==> config.mk <==
export PLATFORM = sky130hd
export DESIGN_NAME = umscp_cmd_parser
export DESIGN_NICKNAME = d
export VERILOG_FILES = /design/src/rtl/umscp_pkg.sv /design/src/rtl/umscp_cmd_parser.sv /design/src/rtl/umscp_uart.sv
export SDC_FILE = /design/constraint.sdc
export NUM_CORES = 1
export LEC_CHECK = 0
export BUFFER_PORTS_ARGS = -buffer_cell sky130_fd_sc_hd__buf_2
export CAP_MARGIN = 20
export CORE_AREA = 2 2 135 137
export DETAILED_ROUTE_END_ITERATION = 7
export DIE_AREA = 0 0 137 139
export HOLD_SLACK_MARGIN = 0.02
export PLACE_DENSITY = 0.81
export SLEW_MARGIN = 0
export SYNTH_ARGS = -nofsm -noshare
export SYNTH_HDL_FRONTEND = slang
export SYNTH_SLANG_ARGS = --single-unit
==> constraint.sdc <==
create_clock -name clk -period 9.9 [get_ports clk]
set_clock_uncertainty 0.15 [all_clocks]
set_input_delay 0.495 -clock clk [delete_from_list [all_inputs] [get_ports clk]]
set_output_delay 0.495 -clock clk [all_outputs]
set_load 0.05 [all_outputs]
==> src/rtl/umscp_pkg.sv <==
// Constants, types and string helpers shared by the mode switch and its UART
package umscp_pkg;

  // Clock and serial line defaults
  localparam int unsigned CLK_HZ    = 40_000_000;     // System clock rate
  localparam int unsigned BAUD      = 9600;           // Default line rate
  localparam int unsigned BIT_CYC   = CLK_HZ / BAUD;  // Cycles per bit, 4166
  localparam int unsigned GUARD_MS  = 250;            // Silence around escape, ms
  localparam int unsigned GUARD_CYC = (CLK_HZ / 1000) * GUARD_MS;

  // Characters the parser reacts to
  localparam logic [7:0] CH_DOLLAR = 8'h24;  // Escape and space stand-in
  localparam logic [7:0] CH_SPACE  = 8'h20;  // Token separator
  localparam logic [7:0] CH_CR     = 8'h0D;  // Line end
  localparam logic [7:0] CH_LF     = 8'h0A;  // Ignored in command mode
  localparam logic [7:0] CH_NUL    = 8'h00;  // Parameter separator on param port
  localparam logic [7:0] CH_LT     = 8'h3C;  // Prompt open
  localparam logic [7:0] CH_GT     = 8'h3E;  // Prompt close
  localparam logic [7:0] CH_DOT    = 8'h2E;  // Version dot

  // Firmware version digits, values arbitrary
  localparam logic [7:0] VER_MAJ = 8'h31;
  localparam logic [7:0] VER_MI1 = 8'h30;
  localparam logic [7:0] VER_MI2 = 8'h30;

  localparam logic [1:0] ESC_COUNT = 2'h3;  // Dollars in an escape
  localparam int unsigned KW_NUM   = 3;     // Command keywords known
  localparam int unsigned GRP_NUM  = 12;    // Groups plus the report-all word
  localparam logic [3:0] GRP_ALL   = 4'hB;  // Index of the report-all word

  // Parser and sender modes
  typedef enum logic [1:0] {ST_DATA, ST_CMD, ST_SEND} umscp_state_e;
  typedef enum logic [1:0] {KW_EXIT, KW_SET, KW_GET, KW_NONE} umscp_kw_e;
  typedef enum logic [1:0] {MSG_CMD, MSG_ERR, MSG_EXIT, MSG_PROMPT} umscp_msg_e;

  // Keyword table, right-justified text with lengths
  localparam logic [79:0] KW_NAME [KW_NUM] = '{80'("exit"), 80'("set"), 80'("get")};
  localparam logic [3:0]  KW_LEN  [KW_NUM] = '{4'h4, 4'h3, 4'h3};

  // Parameter groups; last entry reports everything
  localparam logic [79:0] GRP_NAME [GRP_NUM] = '{
    80'("adhoc"), 80'("broadcast"), 80'("comm"), 80'("dns"), 80'("ftp"), 80'("ip"),
    80'("option"), 80'("sys"), 80'("time"), 80'("uart"), 80'("wlan"), 80'("everything")};
  localparam logic [3:0]  GRP_LEN  [GRP_NUM] = '{
    4'h5, 4'h9, 4'h4, 4'h3, 4'h3, 4'h2, 4'h6, 4'h3, 4'h4, 4'h4, 4'h4, 4'hA};

  // Fixed replies
  localparam logic [79:0] TXT_CMD  = 80'("CMD\r\n");
  localparam logic [79:0] TXT_ERR  = 80'("ERR\r\n");
  localparam logic [79:0] TXT_EXIT = 80'("EXIT\r\n");
  localparam logic [3:0]  LEN_CMD  = 4'h5;
  localparam logic [3:0]  LEN_ERR  = 4'h5;
  localparam logic [3:0]  LEN_EXIT = 4'h6;
  localparam logic [3:0]  LEN_PROMPT = 4'h7;

  // Character at a position of a right-justified string; zero past its end
  function automatic logic [7:0] str_char(input logic [79:0] s, input logic [3:0] len,
                                          input logic [3:0] pos);
    logic [7:0] c;
    c = CH_NUL;
    if (pos < len)
      c = s[8 * (int'(len) - 1 - int'(pos)) +: 8];
    return c;
  endfunction : str_char

endpackage : umscp_pkg

==> src/rtl/umscp_cmd_parser.sv <==
// UART mode switch and ASCII command front end
// Function
// Start in data mode after reset
// Network payload goes out the UART
// UART bytes go to network side
// Only isolated triple dollar enters command mode
// Padded or split escape is rejected
// Escape switches mode and sends CMD
// Exit keyword plus CR returns to data
// UART defaults to 9600 8N1
// Prompt with version after each command; none after exit, which sends EXIT and returns to data mode
// Keyword plus parameters, case sensitive
// No spaces; dollar means space
// Prefixes of group words are accepted
// Keywords must match in full
// Set and get know eleven groups; get also everything
// Bad line gives error, prompt, stays
`timescale 1ns/1ps
`default_nettype none
module umscp_cmd_parser #(
  parameter int unsigned BIT_CYC   = umscp_pkg::BIT_CYC,
  parameter int unsigned GUARD_CYC = umscp_pkg::GUARD_CYC
) (
  input  wire logic       clk,
  input  wire logic       rst_n,
  input  wire logic       uart_rxd,
  output logic            uart_txd,
  input  wire logic [7:0] net_rx_data,
  input  wire logic       net_rx_valid,
  output logic            net_rx_ready,
  output logic [7:0]      net_tx_data,
  output logic            net_tx_valid,
  output logic            cmd_mode,
  output logic            cmd_valid,
  output logic            cmd_is_set,
  output logic [3:0]      cmd_grp,
  output logic [7:0]      param_data,
  output logic            param_valid
);
  import umscp_pkg::*;

  localparam logic [23:0] GUARD = 24'(GUARD_CYC);  // Escape silence in cycles

  // UART side
  logic [7:0] rx_data;                    // Received byte
  logic       rx_valid;                   // Received byte pulse
  logic       tx_busy;                    // Transmitter occupied
  logic [7:0] tx_byte, next_tx_byte;      // Byte to send
  logic       tx_start, next_tx_start;    // Send pulse

  // Mode and reply sender
  umscp_state_e state, next_state;
  umscp_msg_e   msg, next_msg;            // Reply being sent
  logic [3:0]   msg_idx, next_msg_idx;    // Character within reply
  logic         then_prompt, next_then_prompt;
  logic         go_data, next_go_data;    // Leave command mode after reply

  // Escape detector
  logic [23:0] idle_cnt, next_idle_cnt;   // Cycles since last received byte
  logic [1:0]  esc_cnt, next_esc_cnt;     // Dollars seen so far
  logic        guard_met;

  // Line parser
  logic [1:0]          tok, next_tok;     // Token number, 3 saturates
  logic [3:0]          pos, next_pos;     // Position in token, saturating
  logic [KW_NUM-1:0]   kw_mask, next_kw_mask;
  logic [GRP_NUM-1:0]  grp_mask, next_grp_mask;
  umscp_kw_e           kw, next_kw;       // Keyword of this line
  logic [3:0]          grp, next_grp;     // Group of this line
  logic                bad, next_bad;     // Line already known to be bad

  // Token close results
  umscp_kw_e  fin_kw, cl_kw;
  logic [3:0] fin_grp, cl_grp;
  logic       fin_hit, cl_bad;
  logic [1:0] cl_tok;

  // Registered outputs
  logic       next_net_rx_ready, next_net_tx_valid, next_cmd_mode;
  logic       next_cmd_valid, next_cmd_is_set, next_param_valid;
  logic [7:0] next_net_tx_data, next_param_data;
  logic [3:0] next_cmd_grp;

  // Reply text; prompt carries the version digits
  function automatic logic [79:0] msg_str(input umscp_msg_e m);
    case (m)
      MSG_CMD:  return TXT_CMD;
      MSG_ERR:  return TXT_ERR;
      MSG_EXIT: return TXT_EXIT;
      default:  return {24'h00_0000, CH_LT, VER_MAJ, CH_DOT, VER_MI1, VER_MI2, CH_GT, CH_SPACE};
    endcase
  endfunction : msg_str

  // Reply length
  function automatic logic [3:0] msg_len(input umscp_msg_e m);
    case (m)
      MSG_CMD:  return LEN_CMD;
      MSG_ERR:  return LEN_ERR;
      MSG_EXIT: return LEN_EXIT;
      default:  return LEN_PROMPT;
    endcase
  endfunction : msg_len

  umscp_uart #(
    .BIT_CYC (BIT_CYC)
  ) u_uart (
    .clk      (clk),
    .rst_n    (rst_n),
    .rxd      (uart_rxd),
    .txd      (uart_txd),
    .rx_data  (rx_data),
    .rx_valid (rx_valid),
    .tx_data  (tx_byte),
    .tx_start (tx_start),
    .tx_busy  (tx_busy)
  );

  assign guard_met = (idle_cnt >= GUARD);

  // Token close: keyword exact, group by prefix, lowest index wins
  always_comb
  begin
    fin_kw = KW_NONE;
    for (int i = KW_NUM - 1; i >= 0; i--)
      if (kw_mask[i] && pos == KW_LEN[i])
        fin_kw = umscp_kw_e'(i[1:0]);
    fin_grp = 4'h0;
    fin_hit = 1'b0;
    for (int i = GRP_NUM - 1; i >= 0; i--)
      if (grp_mask[i])
      begin
        fin_grp = i[3:0];
        fin_hit = 1'b1;
      end
    cl_kw  = kw;
    cl_grp = grp;
    cl_bad = bad;
    cl_tok = tok;
    if (pos != 4'h0)
    begin
      cl_tok = (tok == 2'h3) ? tok : tok + 2'h1;
      case (tok)
        2'h0:
        begin
          cl_kw = fin_kw;
          if (fin_kw == KW_NONE)
            cl_bad = 1'b1;
        end
        2'h1:
        begin
          cl_grp = fin_grp;
          // Exit takes no parameter; only get reports everything
          if (kw == KW_EXIT || !fin_hit || (kw == KW_SET && fin_grp == GRP_ALL))
            cl_bad = 1'b1;
        end
        default: ;
      endcase
    end
  end

  // Mode, escape detector, parser and sender next values
  always_comb
  begin
    next_state        = state;
    next_msg          = msg;
    next_msg_idx      = msg_idx;
    next_then_prompt  = then_prompt;
    next_go_data      = go_data;
    next_tx_byte      = tx_byte;
    next_tx_start     = 1'b0;
    next_esc_cnt      = esc_cnt;
    next_tok          = tok;
    next_pos          = pos;
    next_kw_mask      = kw_mask;
    next_grp_mask     = grp_mask;
    next_kw           = kw;
    next_grp          = grp;
    next_bad          = bad;
    next_net_tx_data  = net_tx_data;
    next_net_tx_valid = 1'b0;
    next_cmd_mode     = cmd_mode;
    next_cmd_valid    = 1'b0;
    next_cmd_is_set   = cmd_is_set;
    next_cmd_grp      = cmd_grp;
    next_param_data   = param_data;
    next_param_valid  = 1'b0;
    // Silence timer saturates at the guard time
    if (rx_valid)
      next_idle_cnt = 24'h00_0000;
    else if (!guard_met)
      next_idle_cnt = idle_cnt + 24'h00_0001;
    else
      next_idle_cnt = idle_cnt;
    case (state)
      ST_DATA:
      begin
        if (rx_valid)
        begin
          // Every byte is payload, dollars included
          next_net_tx_data  = rx_data;
          next_net_tx_valid = 1'b1;
          if (rx_data != CH_DOLLAR)
            next_esc_cnt = 2'h0;
          else if (guard_met)
            next_esc_cnt = 2'h1;
          else if (esc_cnt != 2'h0 && esc_cnt != ESC_COUNT)
            next_esc_cnt = esc_cnt + 2'h1;
          else
            next_esc_cnt = 2'h0;
        end
        else if (esc_cnt == ESC_COUNT && guard_met)
        begin
          // Quiet after the third dollar completes the escape
          next_esc_cnt     = 2'h0;
          next_state       = ST_SEND;
          next_msg         = MSG_CMD;
          next_msg_idx     = 4'h0;
          next_then_prompt = 1'b0;
          next_go_data     = 1'b0;
          next_cmd_mode    = 1'b1;
        end
        if (net_rx_valid && net_rx_ready)
        begin
          next_tx_byte  = net_rx_data;
          next_tx_start = 1'b1;
        end
      end
      ST_CMD:
      begin
        if (rx_valid && rx_data == CH_CR)
        begin
          // Line complete: judge it and queue the reply
          next_state    = ST_SEND;
          next_msg_idx  = 4'h0;
          next_tok      = 2'h0;
          next_pos      = 4'h0;
          next_kw_mask  = '1;
          next_grp_mask = '1;
          next_kw       = KW_NONE;
          next_bad      = 1'b0;
          if (cl_tok == 2'h0)
          begin
            next_msg         = MSG_PROMPT;
            next_then_prompt = 1'b0;
          end
          else if (cl_bad || (cl_kw != KW_EXIT && cl_tok == 2'h1))
          begin
            next_msg         = MSG_ERR;
            next_then_prompt = 1'b1;
          end
          else if (cl_kw == KW_EXIT)
          begin
            next_msg         = MSG_EXIT;
            next_then_prompt = 1'b0;
            next_go_data     = 1'b1;
          end
          else
          begin
            next_msg         = MSG_PROMPT;
            next_then_prompt = 1'b0;
            next_cmd_valid   = 1'b1;
            next_cmd_is_set  = (cl_kw == KW_SET);
            next_cmd_grp     = cl_grp;
          end
        end
        else if (rx_valid && rx_data == CH_SPACE)
        begin
          // Space only separates; repeated spaces collapse
          if (pos != 4'h0)
          begin
            next_tok      = cl_tok;
            next_kw       = cl_kw;
            next_grp      = cl_grp;
            next_bad      = cl_bad;
            next_pos      = 4'h0;
            next_kw_mask  = '1;
            next_grp_mask = '1;
            if (tok >= 2'h2)
            begin
              next_param_data  = CH_NUL;
              next_param_valid = 1'b1;
            end
          end
        end
        else if (rx_valid && rx_data != CH_LF)
        begin
          next_pos = (pos == 4'hF) ? pos : pos + 4'h1;
          // Exact byte compare keeps case significant
          for (int i = 0; i < KW_NUM; i++)
            next_kw_mask[i] = kw_mask[i] &&
              (str_char(KW_NAME[i], KW_LEN[i], pos) == rx_data);
          for (int i = 0; i < GRP_NUM; i++)
            next_grp_mask[i] = grp_mask[i] &&
              (str_char(GRP_NAME[i], GRP_LEN[i], pos) == rx_data);
          if (tok >= 2'h2)
          begin
            next_param_data  = (rx_data == CH_DOLLAR) ? CH_SPACE : rx_data;
            next_param_valid = 1'b1;
          end
        end
      end
      ST_SEND:
      begin
        // Bytes received while replying are dropped
        if (!tx_busy && !tx_start)
        begin
          if (msg_idx < msg_len(msg))
          begin
            next_tx_byte  = str_char(msg_str(msg), msg_len(msg), msg_idx);
            next_tx_start = 1'b1;
            next_msg_idx  = msg_idx + 4'h1;
          end
          else if (then_prompt)
          begin
            next_msg         = MSG_PROMPT;
            next_msg_idx     = 4'h0;
            next_then_prompt = 1'b0;
          end
          else if (go_data)
          begin
            next_state    = ST_DATA;
            next_go_data  = 1'b0;
            next_cmd_mode = 1'b0;
          end
          else
            next_state = ST_CMD;
        end
      end
      default: next_state = ST_DATA;
    endcase
    // Accept payload only when the transmitter is surely free
    next_net_rx_ready = (state == ST_DATA) && (next_state == ST_DATA) &&
                        !tx_busy && !tx_start && !next_tx_start;
  end

  // State registers
  always_ff @(posedge clk or negedge rst_n)
  begin
    if (!rst_n)
    begin
      state        <= ST_DATA;
      msg          <= MSG_PROMPT;
      msg_idx      <= 4'h0;
      then_prompt  <= 1'b0;
      go_data      <= 1'b0;
      tx_byte      <= 8'h00;
      tx_start     <= 1'b0;
      idle_cnt     <= GUARD;               // Line counts as quiet at start
      esc_cnt      <= 2'h0;
      tok          <= 2'h0;
      pos          <= 4'h0;
      kw_mask      <= '1;
      grp_mask     <= '1;
      kw           <= KW_NONE;
      grp          <= 4'h0;
      bad          <= 1'b0;
      net_rx_ready <= 1'b0;
      net_tx_data  <= 8'h00;
      net_tx_valid <= 1'b0;
      cmd_mode     <= 1'b0;
      cmd_valid    <= 1'b0;
      cmd_is_set   <= 1'b0;
      cmd_grp      <= 4'h0;
      param_data   <= 8'h00;
      param_valid  <= 1'b0;
    end
    else
    begin
      state        <= next_state;
      msg          <= next_msg;
      msg_idx      <= next_msg_idx;
      then_prompt  <= next_then_prompt;
      go_data      <= next_go_data;
      tx_byte      <= next_tx_byte;
      tx_start     <= next_tx_start;
      idle_cnt     <= next_idle_cnt;
      esc_cnt      <= next_esc_cnt;
      tok          <= next_tok;
      pos          <= next_pos;
      kw_mask      <= next_kw_mask;
      grp_mask     <= next_grp_mask;
      kw           <= next_kw;
      grp          <= next_grp;
      bad          <= next_bad;
      net_rx_ready <= next_net_rx_ready;
      net_tx_data  <= next_net_tx_data;
      net_tx_valid <= next_net_tx_valid;
      cmd_mode     <= next_cmd_mode;
      cmd_valid    <= next_cmd_valid;
      cmd_is_set   <= next_cmd_is_set;
      cmd_grp      <= next_cmd_grp;
      param_data   <= next_param_data;
      param_valid  <= next_param_valid;
    end
  end

endmodule : umscp_cmd_parser
`default_nettype wire

==> src/rtl/umscp_uart.sv <==
// 8N1 UART transceiver with synchronised receive line
`timescale 1ns/1ps
`default_nettype none
module umscp_uart #(
  parameter int unsigned BIT_CYC = umscp_pkg::BIT_CYC
) (
  input  wire logic       clk,
  input  wire logic       rst_n,
  input  wire logic       rxd,
  output logic            txd,
  output logic [7:0]      rx_data,
  output logic            rx_valid,
  input  wire logic [7:0] tx_data,
  input  wire logic       tx_start,
  output logic            tx_busy
);
  import umscp_pkg::*;

  typedef enum logic {RX_IDLE, RX_BUSY} umscp_rx_e;

  logic        rx_s1, rx_s2;              // Two-stage synchroniser
  umscp_rx_e   rx_st, next_rx_st;         // Receiver phase
  logic [15:0] rx_cnt, next_rx_cnt;       // Bit timer
  logic [3:0]  rx_bit, next_rx_bit;       // Bit index, 0 is start
  logic [7:0]  next_rx_data;
  logic        next_rx_valid;
  logic [15:0] tx_cnt, next_tx_cnt;       // Bit timer
  logic [3:0]  tx_bit, next_tx_bit;       // Bit index within frame
  logic [9:0]  tx_sh, next_tx_sh;         // Frame shifter
  logic        next_txd, next_tx_busy;

  // Receive and transmit next state; fixed 8N1 framing
  always_comb
  begin
    next_rx_st    = rx_st;
    next_rx_cnt   = rx_cnt;
    next_rx_bit   = rx_bit;
    next_rx_data  = rx_data;
    next_rx_valid = 1'b0;
    next_tx_cnt   = tx_cnt;
    next_tx_bit   = tx_bit;
    next_tx_sh    = tx_sh;
    next_txd      = txd;
    next_tx_busy  = tx_busy;
    case (rx_st)
      RX_IDLE:
      begin
        // Falling edge starts a frame; sample at mid-bit
        if (!rx_s2)
        begin
          next_rx_st  = RX_BUSY;
          next_rx_cnt = 16'(BIT_CYC / 2);
          next_rx_bit = 4'h0;
        end
      end
      RX_BUSY:
      begin
        if (rx_cnt != 16'h0000)
          next_rx_cnt = rx_cnt - 16'h0001;
        else
        begin
          next_rx_cnt = 16'(BIT_CYC - 1);
          next_rx_bit = rx_bit + 4'h1;
          if (rx_bit == 4'h0 && rx_s2)
            next_rx_st = RX_IDLE;          // Glitch, not a start bit
          else if (rx_bit == 4'h9)
          begin
            // Stop bit low is a framing error: byte dropped
            next_rx_st    = RX_IDLE;
            next_rx_valid = rx_s2;
          end
          else if (rx_bit != 4'h0)
            next_rx_data = {rx_s2, rx_data[7:1]};
        end
      end
      default: next_rx_st = RX_IDLE;
    endcase
    // Transmitter
    if (!tx_busy)
    begin
      if (tx_start)
      begin
        next_tx_busy = 1'b1;
        next_tx_sh   = {1'b1, tx_data, 1'b0};
        next_txd     = 1'b0;
        next_tx_cnt  = 16'(BIT_CYC - 1);
        next_tx_bit  = 4'h0;
      end
    end
    else if (tx_cnt != 16'h0000)
      next_tx_cnt = tx_cnt - 16'h0001;
    else
    begin
      next_tx_cnt = 16'(BIT_CYC - 1);
      if (tx_bit == 4'h9)
      begin
        next_tx_busy = 1'b0;
        next_txd     = 1'b1;
      end
      else
      begin
        next_tx_bit = tx_bit + 4'h1;
        next_tx_sh  = {1'b1, tx_sh[9:1]};
        next_txd    = tx_sh[1];
      end
    end
  end

  // Registers; line idles high
  always_ff @(posedge clk or negedge rst_n)
  begin
    if (!rst_n)
    begin
      rx_s1    <= 1'b1;
      rx_s2    <= 1'b1;
      rx_st    <= RX_IDLE;
      rx_cnt   <= 16'h0000;
      rx_bit   <= 4'h0;
      rx_data  <= 8'h00;
      rx_valid <= 1'b0;
      tx_cnt   <= 16'h0000;
      tx_bit   <= 4'h0;
      tx_sh    <= 10'h3FF;
      txd      <= 1'b1;
      tx_busy  <= 1'b0;
    end
    else
    begin
      rx_s1    <= rxd;
      rx_s2    <= rx_s1;
      rx_st    <= next_rx_st;
      rx_cnt   <= next_rx_cnt;
      rx_bit   <= next_rx_bit;
      rx_data  <= next_rx_data;
      rx_valid <= next_rx_valid;
      tx_cnt   <= next_tx_cnt;
      tx_bit   <= next_tx_bit;
      tx_sh    <= next_tx_sh;
      txd      <= next_txd;
      tx_busy  <= next_tx_busy;
    end
  end

endmodule : umscp_uart
`default_nettype wire

After elaboration in Yosys (flattened, before gate mapping)
Cells that the tools add are included.
{ "totals": {"register_bits": 163, "in_bits": 12, "output_inout_bits": 27} }
{ "op_classes": {"add_sub_neg": 18, "magnitude_cmp": 11, "n_eq_ne": 60, "shift": 16, "muxes": 260, "bitwise": 8, "n_reduce_logical": 80} }
{ "op_table": {"columns": ["cell", "n"], "rows": [
  ["variable part select 80 x 8 -> 8 bit, first input constant", 15],
  ["two-way mux 8 bit", 85],
  ["two-way mux 80 bit", 3],
  ["case mux 54 bit (3 select lines)", 1],
  ["two-way mux 4 bit", 36],
  ["equality test 8 bit", 15],
  ["two-way mux 16 bit", 5],
  ["variable part select 80 x 9 -> 8 bit", 1],
  ["two-way mux 1 bit", 73],
  ["two-way mux 2 bit", 30],
  ["two-way mux 12 bit", 4],
  ["two-way mux 24 bit", 2],
  ["two-way mux 10 bit", 4],
  ["inequality test 2 bit, second input constant", 18],
  ["logical AND 1 bit", 32],
  ["case mux 16 bit (2 select lines)", 1],
  ["nonzero test 16 bit", 2],
  ["subtractor 16 x 1 -> 16 bit, second input constant", 2],
  ["adder 24 x 1 -> 24 bit, second input constant", 1],
  [">= comparator 24 bit, second input constant", 1],
  ["adder 4 x 1 -> 4 bit, second input constant", 4],
  ["equality test 4 bit, second input constant", 4],
  ["equality test 8 x 6 -> 1 bit, second input constant", 2],
  ["case mux 8 bit (2 select lines)", 1],
  ["other kinds (45)", 111]
]} }

Longest topological paths before layout
Gate-level depths: netlist (run 1).
{ "depth": {"depth_word": 23, "depth_mapped": 13, "ltp_nobuf": 12} }

Modules after synthesis
From an unflattened synthesis (run 1), not the netlist that was laid out.
{ "hier_totals": {"hier_cells": 1237, "hier_area_um2": 10829.1} }
{ "modules_own_cells": {"columns": ["module", "n_inst", "cells_per_inst", "area_per_inst_um2"], "rows": [
  ["umscp_cmd_parser", 1, 918, 7539.7],
  ["umscp_uart", 1, 319, 3289.4]
]} }

Worst setup path before layout (run 1)
No wires, ideal clock.
{ "synth_timing": {"path_type": "register to register", "from": "register pos[3]", "to": "register grp_mask[9]", "setup_ns": 0.079, "arrival_time_ns": 2.901, "t_required_ns": 9.671, "path_slack_ns": 6.771, "path_stages_with_launch": 11, "n_path_buf": 2, "period_less_slack_ns": 3.129, "path_cell_list": "dfrtp_1 clkbuf_1 clkbuf_1 inv_1 ha_1 nor3b_1 nand2_1 nor2_1 xor2_1 or4b_2 o21ai_0"} }
{ "synth_between": {"elab_chain_len": 12} }
{ "synth_lines": {"columns": ["item", "line", "source"], "rows": [
  ["start: declaration", "umscp_cmd_parser.sv:65", "logic [3:0] pos, next_pos;"],
  ["start signal: assignment", "umscp_cmd_parser.sv:379", "pos <= next_pos;"],
  ["subtractor 2 x 4 -> 5 bit", "umscp_pkg.sv:62", "c = s[8 * (int'(len) - 1 - int'(pos)) +: 8];"],
  ["variable part select 80 x 8 -> 8 bit", "umscp_pkg.sv:62", null],
  ["two-way mux 8 bit", "umscp_pkg.sv:61", "if (pos < len)"],
  ["two-way mux 8 bit", "umscp_cmd_parser.sv:285", "else if (rx_valid && rx_data != CH_LF)"],
  ["two-way mux 8 bit", "umscp_cmd_parser.sv:266", "else if (rx_valid && rx_data == CH_SPACE)"],
  ["two-way mux 8 bit", "umscp_cmd_parser.sv:230", "if (rx_valid && rx_data == CH_CR)"],
  ["two-way mux 8 bit", "umscp_cmd_parser.sv:194", "case (state)"],
  ["equality test 8 bit", "umscp_cmd_parser.sv:294", "(str_char(GRP_NAME[i], GRP_LEN[i], pos) == rx_data);"],
  ["logical AND 1 bit", "umscp_cmd_parser.sv:293", "next_grp_mask[i] = grp_mask[i] &&"],
  ["two-way mux 12 bit", "umscp_cmd_parser.sv:285", null],
  ["two-way mux 12 bit", "umscp_cmd_parser.sv:266", null],
  ["two-way mux 12 bit", "umscp_cmd_parser.sv:230", null],
  ["end signal: assignment", "umscp_cmd_parser.sv:381", "grp_mask <= next_grp_mask;"],
  ["end: declaration", "umscp_cmd_parser.sv:67", "logic [GRP_NUM-1:0] grp_mask, next_grp_mask;"]
]} }
Parallel ways exist; a longest one is shown, timed or not. The select of a mux whose other input is x is not followed.
A chain may end at the register's enable or synchronous reset.

Worst setup path in the final report (run 1)
Same ends and word-level chain as after synthesis.

==> results.cfg, run 1 <==
[outcome]
status = complete, no violations

[grt]
antenna_found_initial = 0
grt_use_met3 = 0.0545
grt_overflow = 0
grt_util_met2 = 0.449
met1_usage = 0.381
groute.usage.overall = 0.283
grt_max_degree = 89
busiest_layer = met2
grt_pass1_wl_um = 43600
grt_pass1_vias = 8873

[power]
powerDensity_nw_per_um2 = 119
power_leakage_nw = 5.02
ir_drop_uv = 117

[sta]
finalCritPeriodShare = 0.390
fin_crit_ns = 3.86
holdWs_ns = 0.156
fmax_mhz = 259
tns_ns = 0
slew_violations = 0
postLayoutSetupSlackWorst_ns = 6.04
max-slew-margin-rel = 0.398
worstMarginPinSlew_ns = 0.902
rsz0062_at_grt = no
final-setup-viol-count = 0
hold_violations = 0

[clock_tree]
cts_tree = built
postCtsSetupBuffers = 0
cts_buffers = 17
cts_buffer_depth = 2
htreeDepth = 4
clk_latency_ns = 0.44
clock-root-buffer = clkbuf_16
clkSinkCount = 161
hold_buffers = 2
ctsResizeCount = 0
path_clk_slew_ns = 0.07

[worst_setup_path]
crit_end = grp_mask[9]$_DFFE_PN1P_
startpoint_type = register
reg2reg_from = pos[3]$_DFFE_PN0P_
required_ns = 10.11
critPathLaunch = pos[3]$_DFFE_PN0P_
critPathKind = register to register
end_kind = register
cp_top_family = simple AND/OR/NAND/NOR gates
r2r_end = grp_mask[9]$_DFFE_PN1P_
cp_max_fo = 23
crit_path_cell_trace = inv_1 -> ha_1 -> nor3b_1 -> nand2_1 -> nor2_1 -> xor2_1 -> or4b_2 -> o21ai_0
r2r_cells = 8
critical_path_depth = 8
cp_slowest_cell = dfrtp_1
cp_num_buf_inv = 1
reg2reg_slack_ns = 6.04
crit_arrival_ns = 4.07
max_stage_delay_ns = 0.64

[min_path]
hp-class = input port to register

[final_layout]
fin_nets = 1304
area_delta_synth_final_pct = 8.36
num_antenna_cells = 0
final_layout_size_suffix_gt1_frac = 0.146

[placed_design]
dp_hpwl_um = 17700
detailedPlace.worstSlack_ns = 6.19
routabilityCongestion = 0.972
portBuffers = 38

[drt]
viasPerCell = 6.31
drcViolationCount = 0
antenna_left = 0
wl_um = 26300
vias = 9377
firstDrtPassIters = 6
drt_iter0_drc = 888
wire_per_inst_um = 17.7

[synth]
synth_ff_type = dfrtp_1
syn_inst = 1249
synth_edf_count = 0
seq_area_frac_synth = 0.384
synth-async-reset-ratio = 1.00
netlist_top_cells_area = dfrtp_1 (29%), dfstp_2 (9.4%), ha_1 (5.4%), nor2_1 (4.9%), nand2_1 (4.5%)
synth_cell_types = 95
synth_top_area_frac = 0.290
synth_nets = 1308
syn_area_um2 = 10600
yosys_warnings = 0
ys_ff_latch = 161
avgSynthCellArea_um2 = 8.50
synth_top_area_cell = dfrtp_1

[run]
max_cap_viol_count = 0

[floorplan]
dieArea_um2 = 19000
die_x_um = 137
die_h_um = 139
io-pin-count = 39
core_area_um2 = 17700
start_util = 0.602
fp-row-count = 49
[Yosys cell counts (6+ instances only)]
cell type,instances
dfrtp_1,123
o21ai_1,11
o41ai_1,7
nand2b_1,14
a31oi_1,25
o31ai_1,14
a211oi_1,6
nor3b_1,6
a21oi_1,71
or4_1,6
nand2_1,128
xor2_1,22
clkbuf_1,59
or3_1,8
xnor2_1,20
o211ai_1,11
dfstp_2,38
a22oi_1,7
buf_1,6
nor2_1,139
nor4_1,12
mux2_2,31
nand3b_1,6
o22ai_1,17
nand3_1,38
ha_1,46
nand4_1,17
and3_1,15
inv_1,51
or2_2,8
o21ai_0,95
o21a_1,6
nor2b_1,18
mux2i_1,10
nor3_1,44
and2_1,8
[power by group]
| part | internal (mW) | switching (mW) | total, mW |
|---|---|---|---|
| Clock | 0.408 | 0.286 | 0.694 |
| Combinational | 0.00432 | 0.0161 | 0.0204 |
| Sequential | 0.659 | 0.000606 | 0.660 |
[kinds of logic (layout without fill, tap and decap cells)]
kind of cell | after synthesis | after routing | synth area share
buf+inv | 127 | 136 | 0.0486
xor+xnor | 42 | 42 | 0.0346
compound gates | 336 | 336 | 0.203
mux | 42 | 42 | 0.0433
other cells | 1 | 1 | 0.000353
simple gates | 493 | 493 | 0.230
fa+ha+maj | 47 | 47 | 0.0561
flops | 161 | 161 | 0.384
[per-stage QoR]
| stage | instance area, um2 | instances | utilization | power (mW) |
|---|---|---|---|---|
| floorplan | 10600 | 1249 | - | 0.675 |
| global placement | 10900 | 1453 | 0.616 | 0.692 |
| detailed placement | 10900 | 1453 | 0.616 | 0.692 |
| CTS | 11500 | 1487 | 0.652 | 1.39 |
| global route | 11500 | 1487 | 0.652 | 1.42 |
| finish | 11500 | 1487 | 0.652 | 1.37 |
[cells in the final DEF (no fill, tap or decap), drive strengths merged, types with 5 or more instances in the layout]
| cell type | synthesis | layout |
|---|---|---|
| a31oi | 27 | 27 |
| a21oi | 72 | 72 |
| mux2 | 32 | 32 |
| nor2b | 19 | 19 |
| a211oi | 6 | 6 |
| nor3b | 6 | 6 |
| o21ai | 107 | 107 |
| ha | 46 | 46 |
| nor2 | 139 | 139 |
| and3 | 15 | 15 |
| nor4 | 15 | 15 |
| o211ai | 11 | 11 |
| clkbuf | 59 | 18 |
| and2 | 9 | 9 |
| dfstp | 38 | 38 |
| dfrtp | 123 | 123 |
| o21a | 6 | 6 |
| o22ai | 17 | 17 |
| or4 | 8 | 8 |
| xnor2 | 20 | 20 |
| o41ai | 8 | 8 |
| nand2 | 129 | 129 |
| nand3 | 38 | 38 |
| nand2b | 14 | 14 |
| or2 | 9 | 9 |
| inv | 51 | 56 |
| mux2i | 10 | 10 |
| xor2 | 22 | 22 |
| a221oi | 5 | 5 |
| buf | 16 | 50 |
| nand4 | 18 | 18 |
| or3 | 9 | 9 |
| nor3 | 46 | 46 |
| o31ai | 14 | 14 |
| a22oi | 7 | 7 |
| clkinv | 1 | 7 |
| nand3b | 6 | 6 |
[per-layer routing]
layer / part of all wire / routed length [um] / up-vias
met1: 0.44 / 11500 / 4505
li1: - / - / 4479
met2: 0.47 / 12400 / 323
met3: 0.061 / 1590 / 70
met4: 0.030 / 781 / 0
met5: 0 / 0 / -
[worst min-delay path by stage]
stage	from	endpoint	cells after the start
3_5_place_dp	u_uart.rx_s1$_DFF_PN1_	u_uart.rx_s2$_DFF_PN1_	0
2_1_floorplan	rst_n	bad$_DFFE_PN0P_	0
5_1_grt	net_rx_data[7]	tx_byte[7]$_DFFE_PN0P_	2
6_report	net_rx_data[7]	tx_byte[7]$_DFFE_PN0P_	2
3_3_place_gp	u_uart.rx_s1$_DFF_PN1_	u_uart.rx_s2$_DFF_PN1_	0
4_1_cts	net_rx_data[7]	tx_byte[7]$_DFFE_PN0P_	2
[flip-flops by register name, summed over array words and instances (netlist names), 3 cells and up]
signal          cells
u_uart.tx_sh        8
kw_mask             3
pos                 4
cmd_grp             4
msg_idx             4
idle_cnt           24
grp_mask           12
u_uart.tx_cnt      16
u_uart.rx_data      8
net_tx_data         8
tx_byte             8
param_data          8
u_uart.rx_cnt      16
grp                 4
u_uart.tx_bit       4
u_uart.rx_bit       4
[area by class of cell]
cell class                 instances  area (um2)
fill                            1471        6150
multi-input combinational        961        6030
sequential                       161        4080
clock buffer                      18         439
timing repair buffer              52         307
tap                              229         287
inverter                          52         195
clock inverter                    14         178
No activity file was read; power rests on OpenSTA's default activity.
==> run 2, diff against run 1 <==
--- a/config.mk
+++ b/config.mk
@@ -5,11 +5,12 @@
 export SDC_FILE = /design/constraint.sdc
 export NUM_CORES = 1
 export LEC_CHECK = 0
+export ABC_AREA = 1
 export BUFFER_PORTS_ARGS = -buffer_cell sky130_fd_sc_hd__buf_2
 export CAP_MARGIN = 20
-export CORE_AREA = 2 2 135 137
+export CORE_AREA = 2 2 136 138
 export DETAILED_ROUTE_END_ITERATION = 7
-export DIE_AREA = 0 0 137 139
+export DIE_AREA = 0 0 138 140
 export HOLD_SLACK_MARGIN = 0.02
 export PLACE_DENSITY = 0.81
 export SLEW_MARGIN = 0
==> constraint.sdc (replaced) <==
create_clock -name clk -period 4 [get_ports clk]
set_clock_uncertainty 0.15 [all_clocks]
set_input_delay 0.2 -clock clk [delete_from_list [all_inputs] [get_ports clk]]
set_output_delay 0.2 -clock clk [all_outputs]
set_load 0.05 [all_outputs]
==> results.cfg, run 2 <==
[synth]
synth_ff_type = dfrtp_1
synth-async-reset-ratio = 1.00
synth_cell_types = 68
seq_area_frac_synth = 0.381
syn_area_um2 = 10700
synth.most_common_cell = nand2_1
synth_top_area_cell = dfrtp_1
avgSynthCellArea_um2 = 7.62
synth_top_area_frac = 0.288
synth_edf_count = 0
synthTopCellsByCount = nand2_1 (291), inv_1 (157), nor2_1 (135), dfrtp_1 (123), o21ai_0 (98)
synth_nets = 1461
ys_ff_latch = 161
netlist_top_cells_area = dfrtp_1 (29%), nand2_1 (10%), dfstp_2 (9.3%), inv_1 (5.5%), ha_1 (5.4%)
syn_inst = 1402
yosys_warnings = 0

[sta]
worstMarginPinSlew_ns = 0.992
max-slew-margin-rel = 0.339
postLayoutSetupSlackWorst_ns = 0.734
holdWs_ns = 0.207
hold_violations = 0
finalCritPeriodShare = 0.816
fin_crit_ns = 3.27
fmax_mhz = 306
slew_violations = 0
tns_ns = 0
final-setup-viol-count = 0
rsz0062_at_grt = no

[drt]
drt_iter0_drc = 840
wire_per_inst_um = 15.7
vias = 9987
viasPerCell = 5.95
firstDrtPassIters = 5
wl_um = 26300
antenna_left = 0
drcViolationCount = 0

[floorplan]
die_h_um = 140
io-pin-count = 39
dieArea_um2 = 19300
core_area_um2 = 17800
die_x_um = 138
fp-row-count = 49
start_util = 0.601

[grt]
grt_pass1_wl_um = 44700
groute.usage.overall = 0.276
grt_max_degree = 111
grt_overflow = 0
grt_pass1_vias = 9456
antenna_found_initial = 0

[power]
powerDensity_nw_per_um2 = 290
ir_drop_uv = 298
power_leakage_nw = 5.44
total_power_mw = 3.40

[worst_setup_path]
critPathLaunch = pos[0]$_DFFE_PN0P_
required_ns = 4.21
end_kind = register
cp_slowest_cell = dfrtp_1
critPathKind = register to register
max_stage_delay_ns = 0.68
crit_path_cell_trace = inv_2 -> ha_1 -> nand2_1 -> inv_2 -> nor3_4 -> nor2_1 -> nor3_2 -> inv_2 -> nor3_1 -> o2111ai_1 -> o31ai_1 -> nand2_1 -> nand2_1
r2r_end = grp_mask[9]$_DFFE_PN1P_
crit_arrival_ns = 3.48
reg2reg_from = pos[0]$_DFFE_PN0P_
startpoint_type = register
reg2reg_slack_ns = 0.73
r2r_cells = 13
cp_max_fo = 18

[final_layout]
final_layout_size_suffix_gt1_frac = 0.124
mostFrequentLayoutCell = nand2_1
top_register = idle_cnt
fin_nets = 1495
multi_input_area_um2 = 5740
post-route-util = 0.661
most-common-layout-cells = nand2_1 (291), inv_1 (157), nor2_1 (135)
largest_reg_flops = 24
area_delta_synth_final_pct = 9.99
reg_top3 = idle_cnt (24), u_uart.rx_cnt (16), u_uart.tx_cnt (16)
regArea_um2 = 4080
num_antenna_cells = 0
nFillCells = 1463

[clock_tree]
hold_buffers = 11
path_clk_slew_ns = 0.07
cts_tree = built
ctsResizeCount = 0
clock-root-buffer = clkbuf_16
clkSinkCount = 161
cts_buffer_depth = 2
cts_buffers = 17
clk_latency_ns = 0.43
htreeDepth = 4
postCtsSetupBuffers = 0

[placed_design]
detailedPlace.worstSlack_ns = 0.899
portBuffers = 38
routabilityCongestion = 1.02
dp_hpwl_um = 18500

[outcome]
status = complete, no violations

[min_path]
holdPathEnd = u_uart.rx_s2$_DFF_PN1_
hold_depth = 0
hp-start = u_uart.rx_s1$_DFF_PN1_
hp-class = register to register

[run]
max_cap_viol_count = 0
[run 2: cell types whose count changed after synthesis, moves of 18 or more]
cell	before	now
nand3_1	38	67
nand2_1	128	291
mux2_2	31	0
xor2_1	22	53
clkbuf_1	59	23
inv_1	51	157
inv_2	0	22
nor2b_1	18	0
[run 2: worst max-delay path: cells and delay by family, from the launching register on]
kind,cells,cell delay (ns)
adders and majority gates,1,0.34
buffers and inverters,3,0.47
AOI/OAI and AO/OA,2,0.45
and+or+nand+nor,7,1.09
DFF,1,0.68
[run 2: report_power, final]
group	leakage (nW)	internal, mW	switching, mW
clock	0.297	0.985	0.727
sequential	1.98	1.63	0.000460
combinational	3.15	0.0165	0.0431
total	5.44	2.63	0.771
[run 2: through the flow]
step	cell area [um2]	std cells
2_1_floorplan	10700	1402
3_3_place_gp	11000	1635
3_5_place_dp	11000	1635
4_1_cts	11800	1678
5_1_grt	11800	1678
6_report	11800	1678
[run 2: cells by family (layout without fill, tap and decap cells)]
group	count (synthesis)	count (layout)	synth area share
fa+ha+maj	47	47	0.0557
xor+xnor	61	61	0.0518
compound gates	284	284	0.162
simple gates	625	625	0.266
buf+inv	222	269	0.0811
other cells	1	1	0.000351
flops	161	161	0.381
mux	1	1	0.000937
[run 2: area by class of cell]
| cell class | count | area share |
|---|---|---|
| clock inverter | 12 | 0.0125 |
| timing repair buffer | 55 | 0.0299 |
| sequential | 161 | 0.347 |
| multi-input combinational | 1019 | 0.489 |
| tap | 229 | 0.0244 |
| clock buffer | 20 | 0.0397 |
| inverter | 182 | 0.0581 |
[run 2: routing by layer]
metal  global-route usage  vias up  part of all wire  wire (um)
met5                    0        -                 0          0
met4                0.118        0             0.034        891
met3               0.0485       85             0.059       1570
met2                0.460      365              0.48      12600
met1                0.357     4750              0.43      11300
li1                     -     4787                 -          -
[run 2: worst max-delay path by stage]
stage / depth (start not counted) / end / slack [ns]
2_1_floorplan: 14 / tx_byte[5]$_DFFE_PN0P_ / 1.27
3_3_place_gp: 14 / tx_byte[5]$_DFFE_PN0P_ / 0.95
3_5_place_dp: 18 / cmd_grp[0]$_DFFE_PN0P_ / 0.90
4_1_cts: 13 / grp_mask[9]$_DFFE_PN1P_ / 0.87
5_1_grt: 13 / grp_mask[9]$_DFFE_PN1P_ / 0.40
6_report: 13 / grp_mask[9]$_DFFE_PN1P_ / 0.73
==> run 3, diff against run 2 <==
--- a/config.mk
+++ b/config.mk
@@ -5,14 +5,14 @@
 export SDC_FILE = /design/constraint.sdc
 export NUM_CORES = 1
 export LEC_CHECK = 0
-export ABC_AREA = 1
+export ABC_AREA = 0
 export BUFFER_PORTS_ARGS = -buffer_cell sky130_fd_sc_hd__buf_2
 export CAP_MARGIN = 20
-export CORE_AREA = 2 2 136 138
+export CORE_AREA = 2 2 140 142
 export DETAILED_ROUTE_END_ITERATION = 7
-export DIE_AREA = 0 0 138 140
+export DIE_AREA = 0 0 142 144
 export HOLD_SLACK_MARGIN = 0.02
-export PLACE_DENSITY = 0.81
+export PLACE_DENSITY = 0.79
 export SLEW_MARGIN = 0
 export SYNTH_ARGS = -nofsm -noshare
 export SYNTH_HDL_FRONTEND = slang
==> constraint.sdc (replaced) <==
create_clock -name clk -period 2.9 [get_ports clk]
set_clock_uncertainty 0.15 [all_clocks]
set_input_delay 0.145 -clock clk [delete_from_list [all_inputs] [get_ports clk]]
set_output_delay 0.145 -clock clk [all_outputs]
set_load 0.05 [all_outputs]
==> results.cfg, run 3 (synthesis gave the netlist of run 1 again) <==
[outcome]
status = complete, no violations

[sta]
finalCritPeriodShare = 0.981
fmax_mhz = 351
hold_violations = 0
worstMarginPinSlew_ns = 0.809
slew_violations = 0
postLayoutSetupSlackWorst_ns = 0.0543
fin_crit_ns = 2.85
final-setup-viol-count = 0
tns_ns = 0
rsz0062_at_grt = yes
max-slew-margin-rel = 0.458

[grt]
grt_pass1_vias = 9052
grt_overflow = 0
grt_max_degree = 85
groute.usage.overall = 0.267
antenna_found_initial = 0
grt_pass1_wl_um = 44200

[floorplan]
io-pin-count = 39
dieArea_um2 = 20400
die_h_um = 144
die_x_um = 142
fp-row-count = 51
start_util = 0.557
core_area_um2 = 19100

[drt]
vias = 9576
viasPerCell = 6.12
wire_per_inst_um = 17.0
drcViolationCount = 0
firstDrtPassIters = 5
drt_iter0_drc = 675
wl_um = 26600
antenna_left = 0

[final_layout]
multi_input_area_um2 = 6140
num_antenna_cells = 0
reg_top3 = idle_cnt (24), u_uart.rx_cnt (16), u_uart.tx_cnt (16)
largest_reg_flops = 24
nFillCells = 1546
regArea_um2 = 4080
fin_area_um2 = 12300
area_delta_synth_final_pct = 15.4
most-common-layout-cells = nor2_1 (136), nand2_1 (128), dfrtp_1 (123)
top_register = idle_cnt
instances_no_fill = 1565
mostFrequentLayoutCell = nor2_1
fin_nets = 1373
final_layout_size_suffix_gt1_frac = 0.200

[power]
ir_drop_uv = 466
powerDensity_nw_per_um2 = 396
power_leakage_nw = 5.40
total_power_mw = 4.85

[placed_design]
dp_hpwl_um = 18100
portBuffers = 38
routabilityCongestion = 0.980
detailedPlace.worstSlack_ns = 0.0204
numPlacedInstances = 1519
placed_area_um2 = 11400

[worst_setup_path]
max_stage_delay_ns = 0.58
crit_path_cell_trace = inv_1 -> ha_1 -> nand2_1 -> or4_1 -> or4_1 -> a31oi_4 -> mux2_2
end_kind = register
required_ns = 3.06
cp_max_fo = 5
crit_arrival_ns = 3.01
cp_slowest_cell = or4_1
cpMostUsedCell = or4_1
startpoint_type = register
critPathKind = register to register

[clock_tree]
cts_buffer_depth = 2
clkSinkCount = 161
htreeDepth = 4
clk_latency_ns = 0.44
clock-root-buffer = clkbuf_16
path_clk_slew_ns = 0.06
cts_tree = built
cts_buffers = 17

[min_path]
hp-class = input port to async pin

[run]
max_cap_viol_count = 0
-- run 3: changes by cell type in the layout (fill, tap and decap cells not counted), moves of 18 or more --
cell / change
inv_2: -19
nor2b_1: +18
mux2_2: +31
buf_4: +62
xor2_1: -31
inv_1: -109
nand2_1: -163
nand3_1: -29
-- run 3: layer usage --
metal / share of wire / global-route usage / vias to the layer above
li1: - / - / 4618
met1: 0.44 / 0.358 / 4562
met2: 0.47 / 0.432 / 341
met3: 0.063 / 0.0530 / 55
met4: 0.025 / 0.100 / 0
met5: 0 / 0 / -
-- run 3: critical path: cells and delay by family (launching register included) --
family	cells	cell delay (ns)
compound gates	1	0.27
fa+ha+maj	1	0.19
mux	1	0.37
flops	1	0.42
buf+inv	1	0.10
simple gates	3	1.23
-- run 3: cell type report --
cell class / instances / area share
Clock inverter: 12 / 0.0168
Clock buffer: 20 / 0.0364
Timing Repair Buffer: 121 / 0.0732
Tap cell: 238 / 0.0243
Inverter: 52 / 0.0159
Sequential cell: 161 / 0.332
Multi-Input combinational cell: 961 / 0.501
-- run 3: metrics by stage --
stage	util	hold WS [ns]
final	0.643	0.178
after floorplan	-	-0.301
after global placement	0.596	0.0905
after CTS	0.637	0.191
after global routing	0.643	0.193
after detailed placement	0.596	0.0909
-- run 3: what timing repair did --
item,CTS,global route
hold buffers,11,0
gates cloned,0,0
pin swaps,0,3
setup buffers,0,3
endpoints found under the hold margin,83,0
setup endpoints to repair,4,31
resized for setup,3,26
-- run 3: final timing paths --
check,start,endpoint,slack (ns),cells past startpoint
max reg2reg,state[1]$_DFF_PN0_,cmd_grp[2]$_DFFE_PN0P_,0.05,7
min reg2reg,u_uart.rx_s1$_DFF_PN1_,u_uart.rx_s2$_DFF_PN1_,0.21,0
max,state[1]$_DFF_PN0_,cmd_grp[2]$_DFFE_PN0P_,0.05,7
min in group clk,uart_rxd,u_uart.rx_s1$_DFF_PN1_,0.21,2
min,rst_n,tx_start$_DFF_PN0_,0.18,2
max in group asynchronous,rst_n,idle_cnt[9]$_DFFE_PN1P_,1.64,3
-- run 3: where the power goes --
| part | internal (mW) | switching, mW |
|---|---|---|
| clock network | 1.56 | 0.950 |
| registers | 2.25 | 0.00200 |
| logic | 0.0322 | 0.0586 |
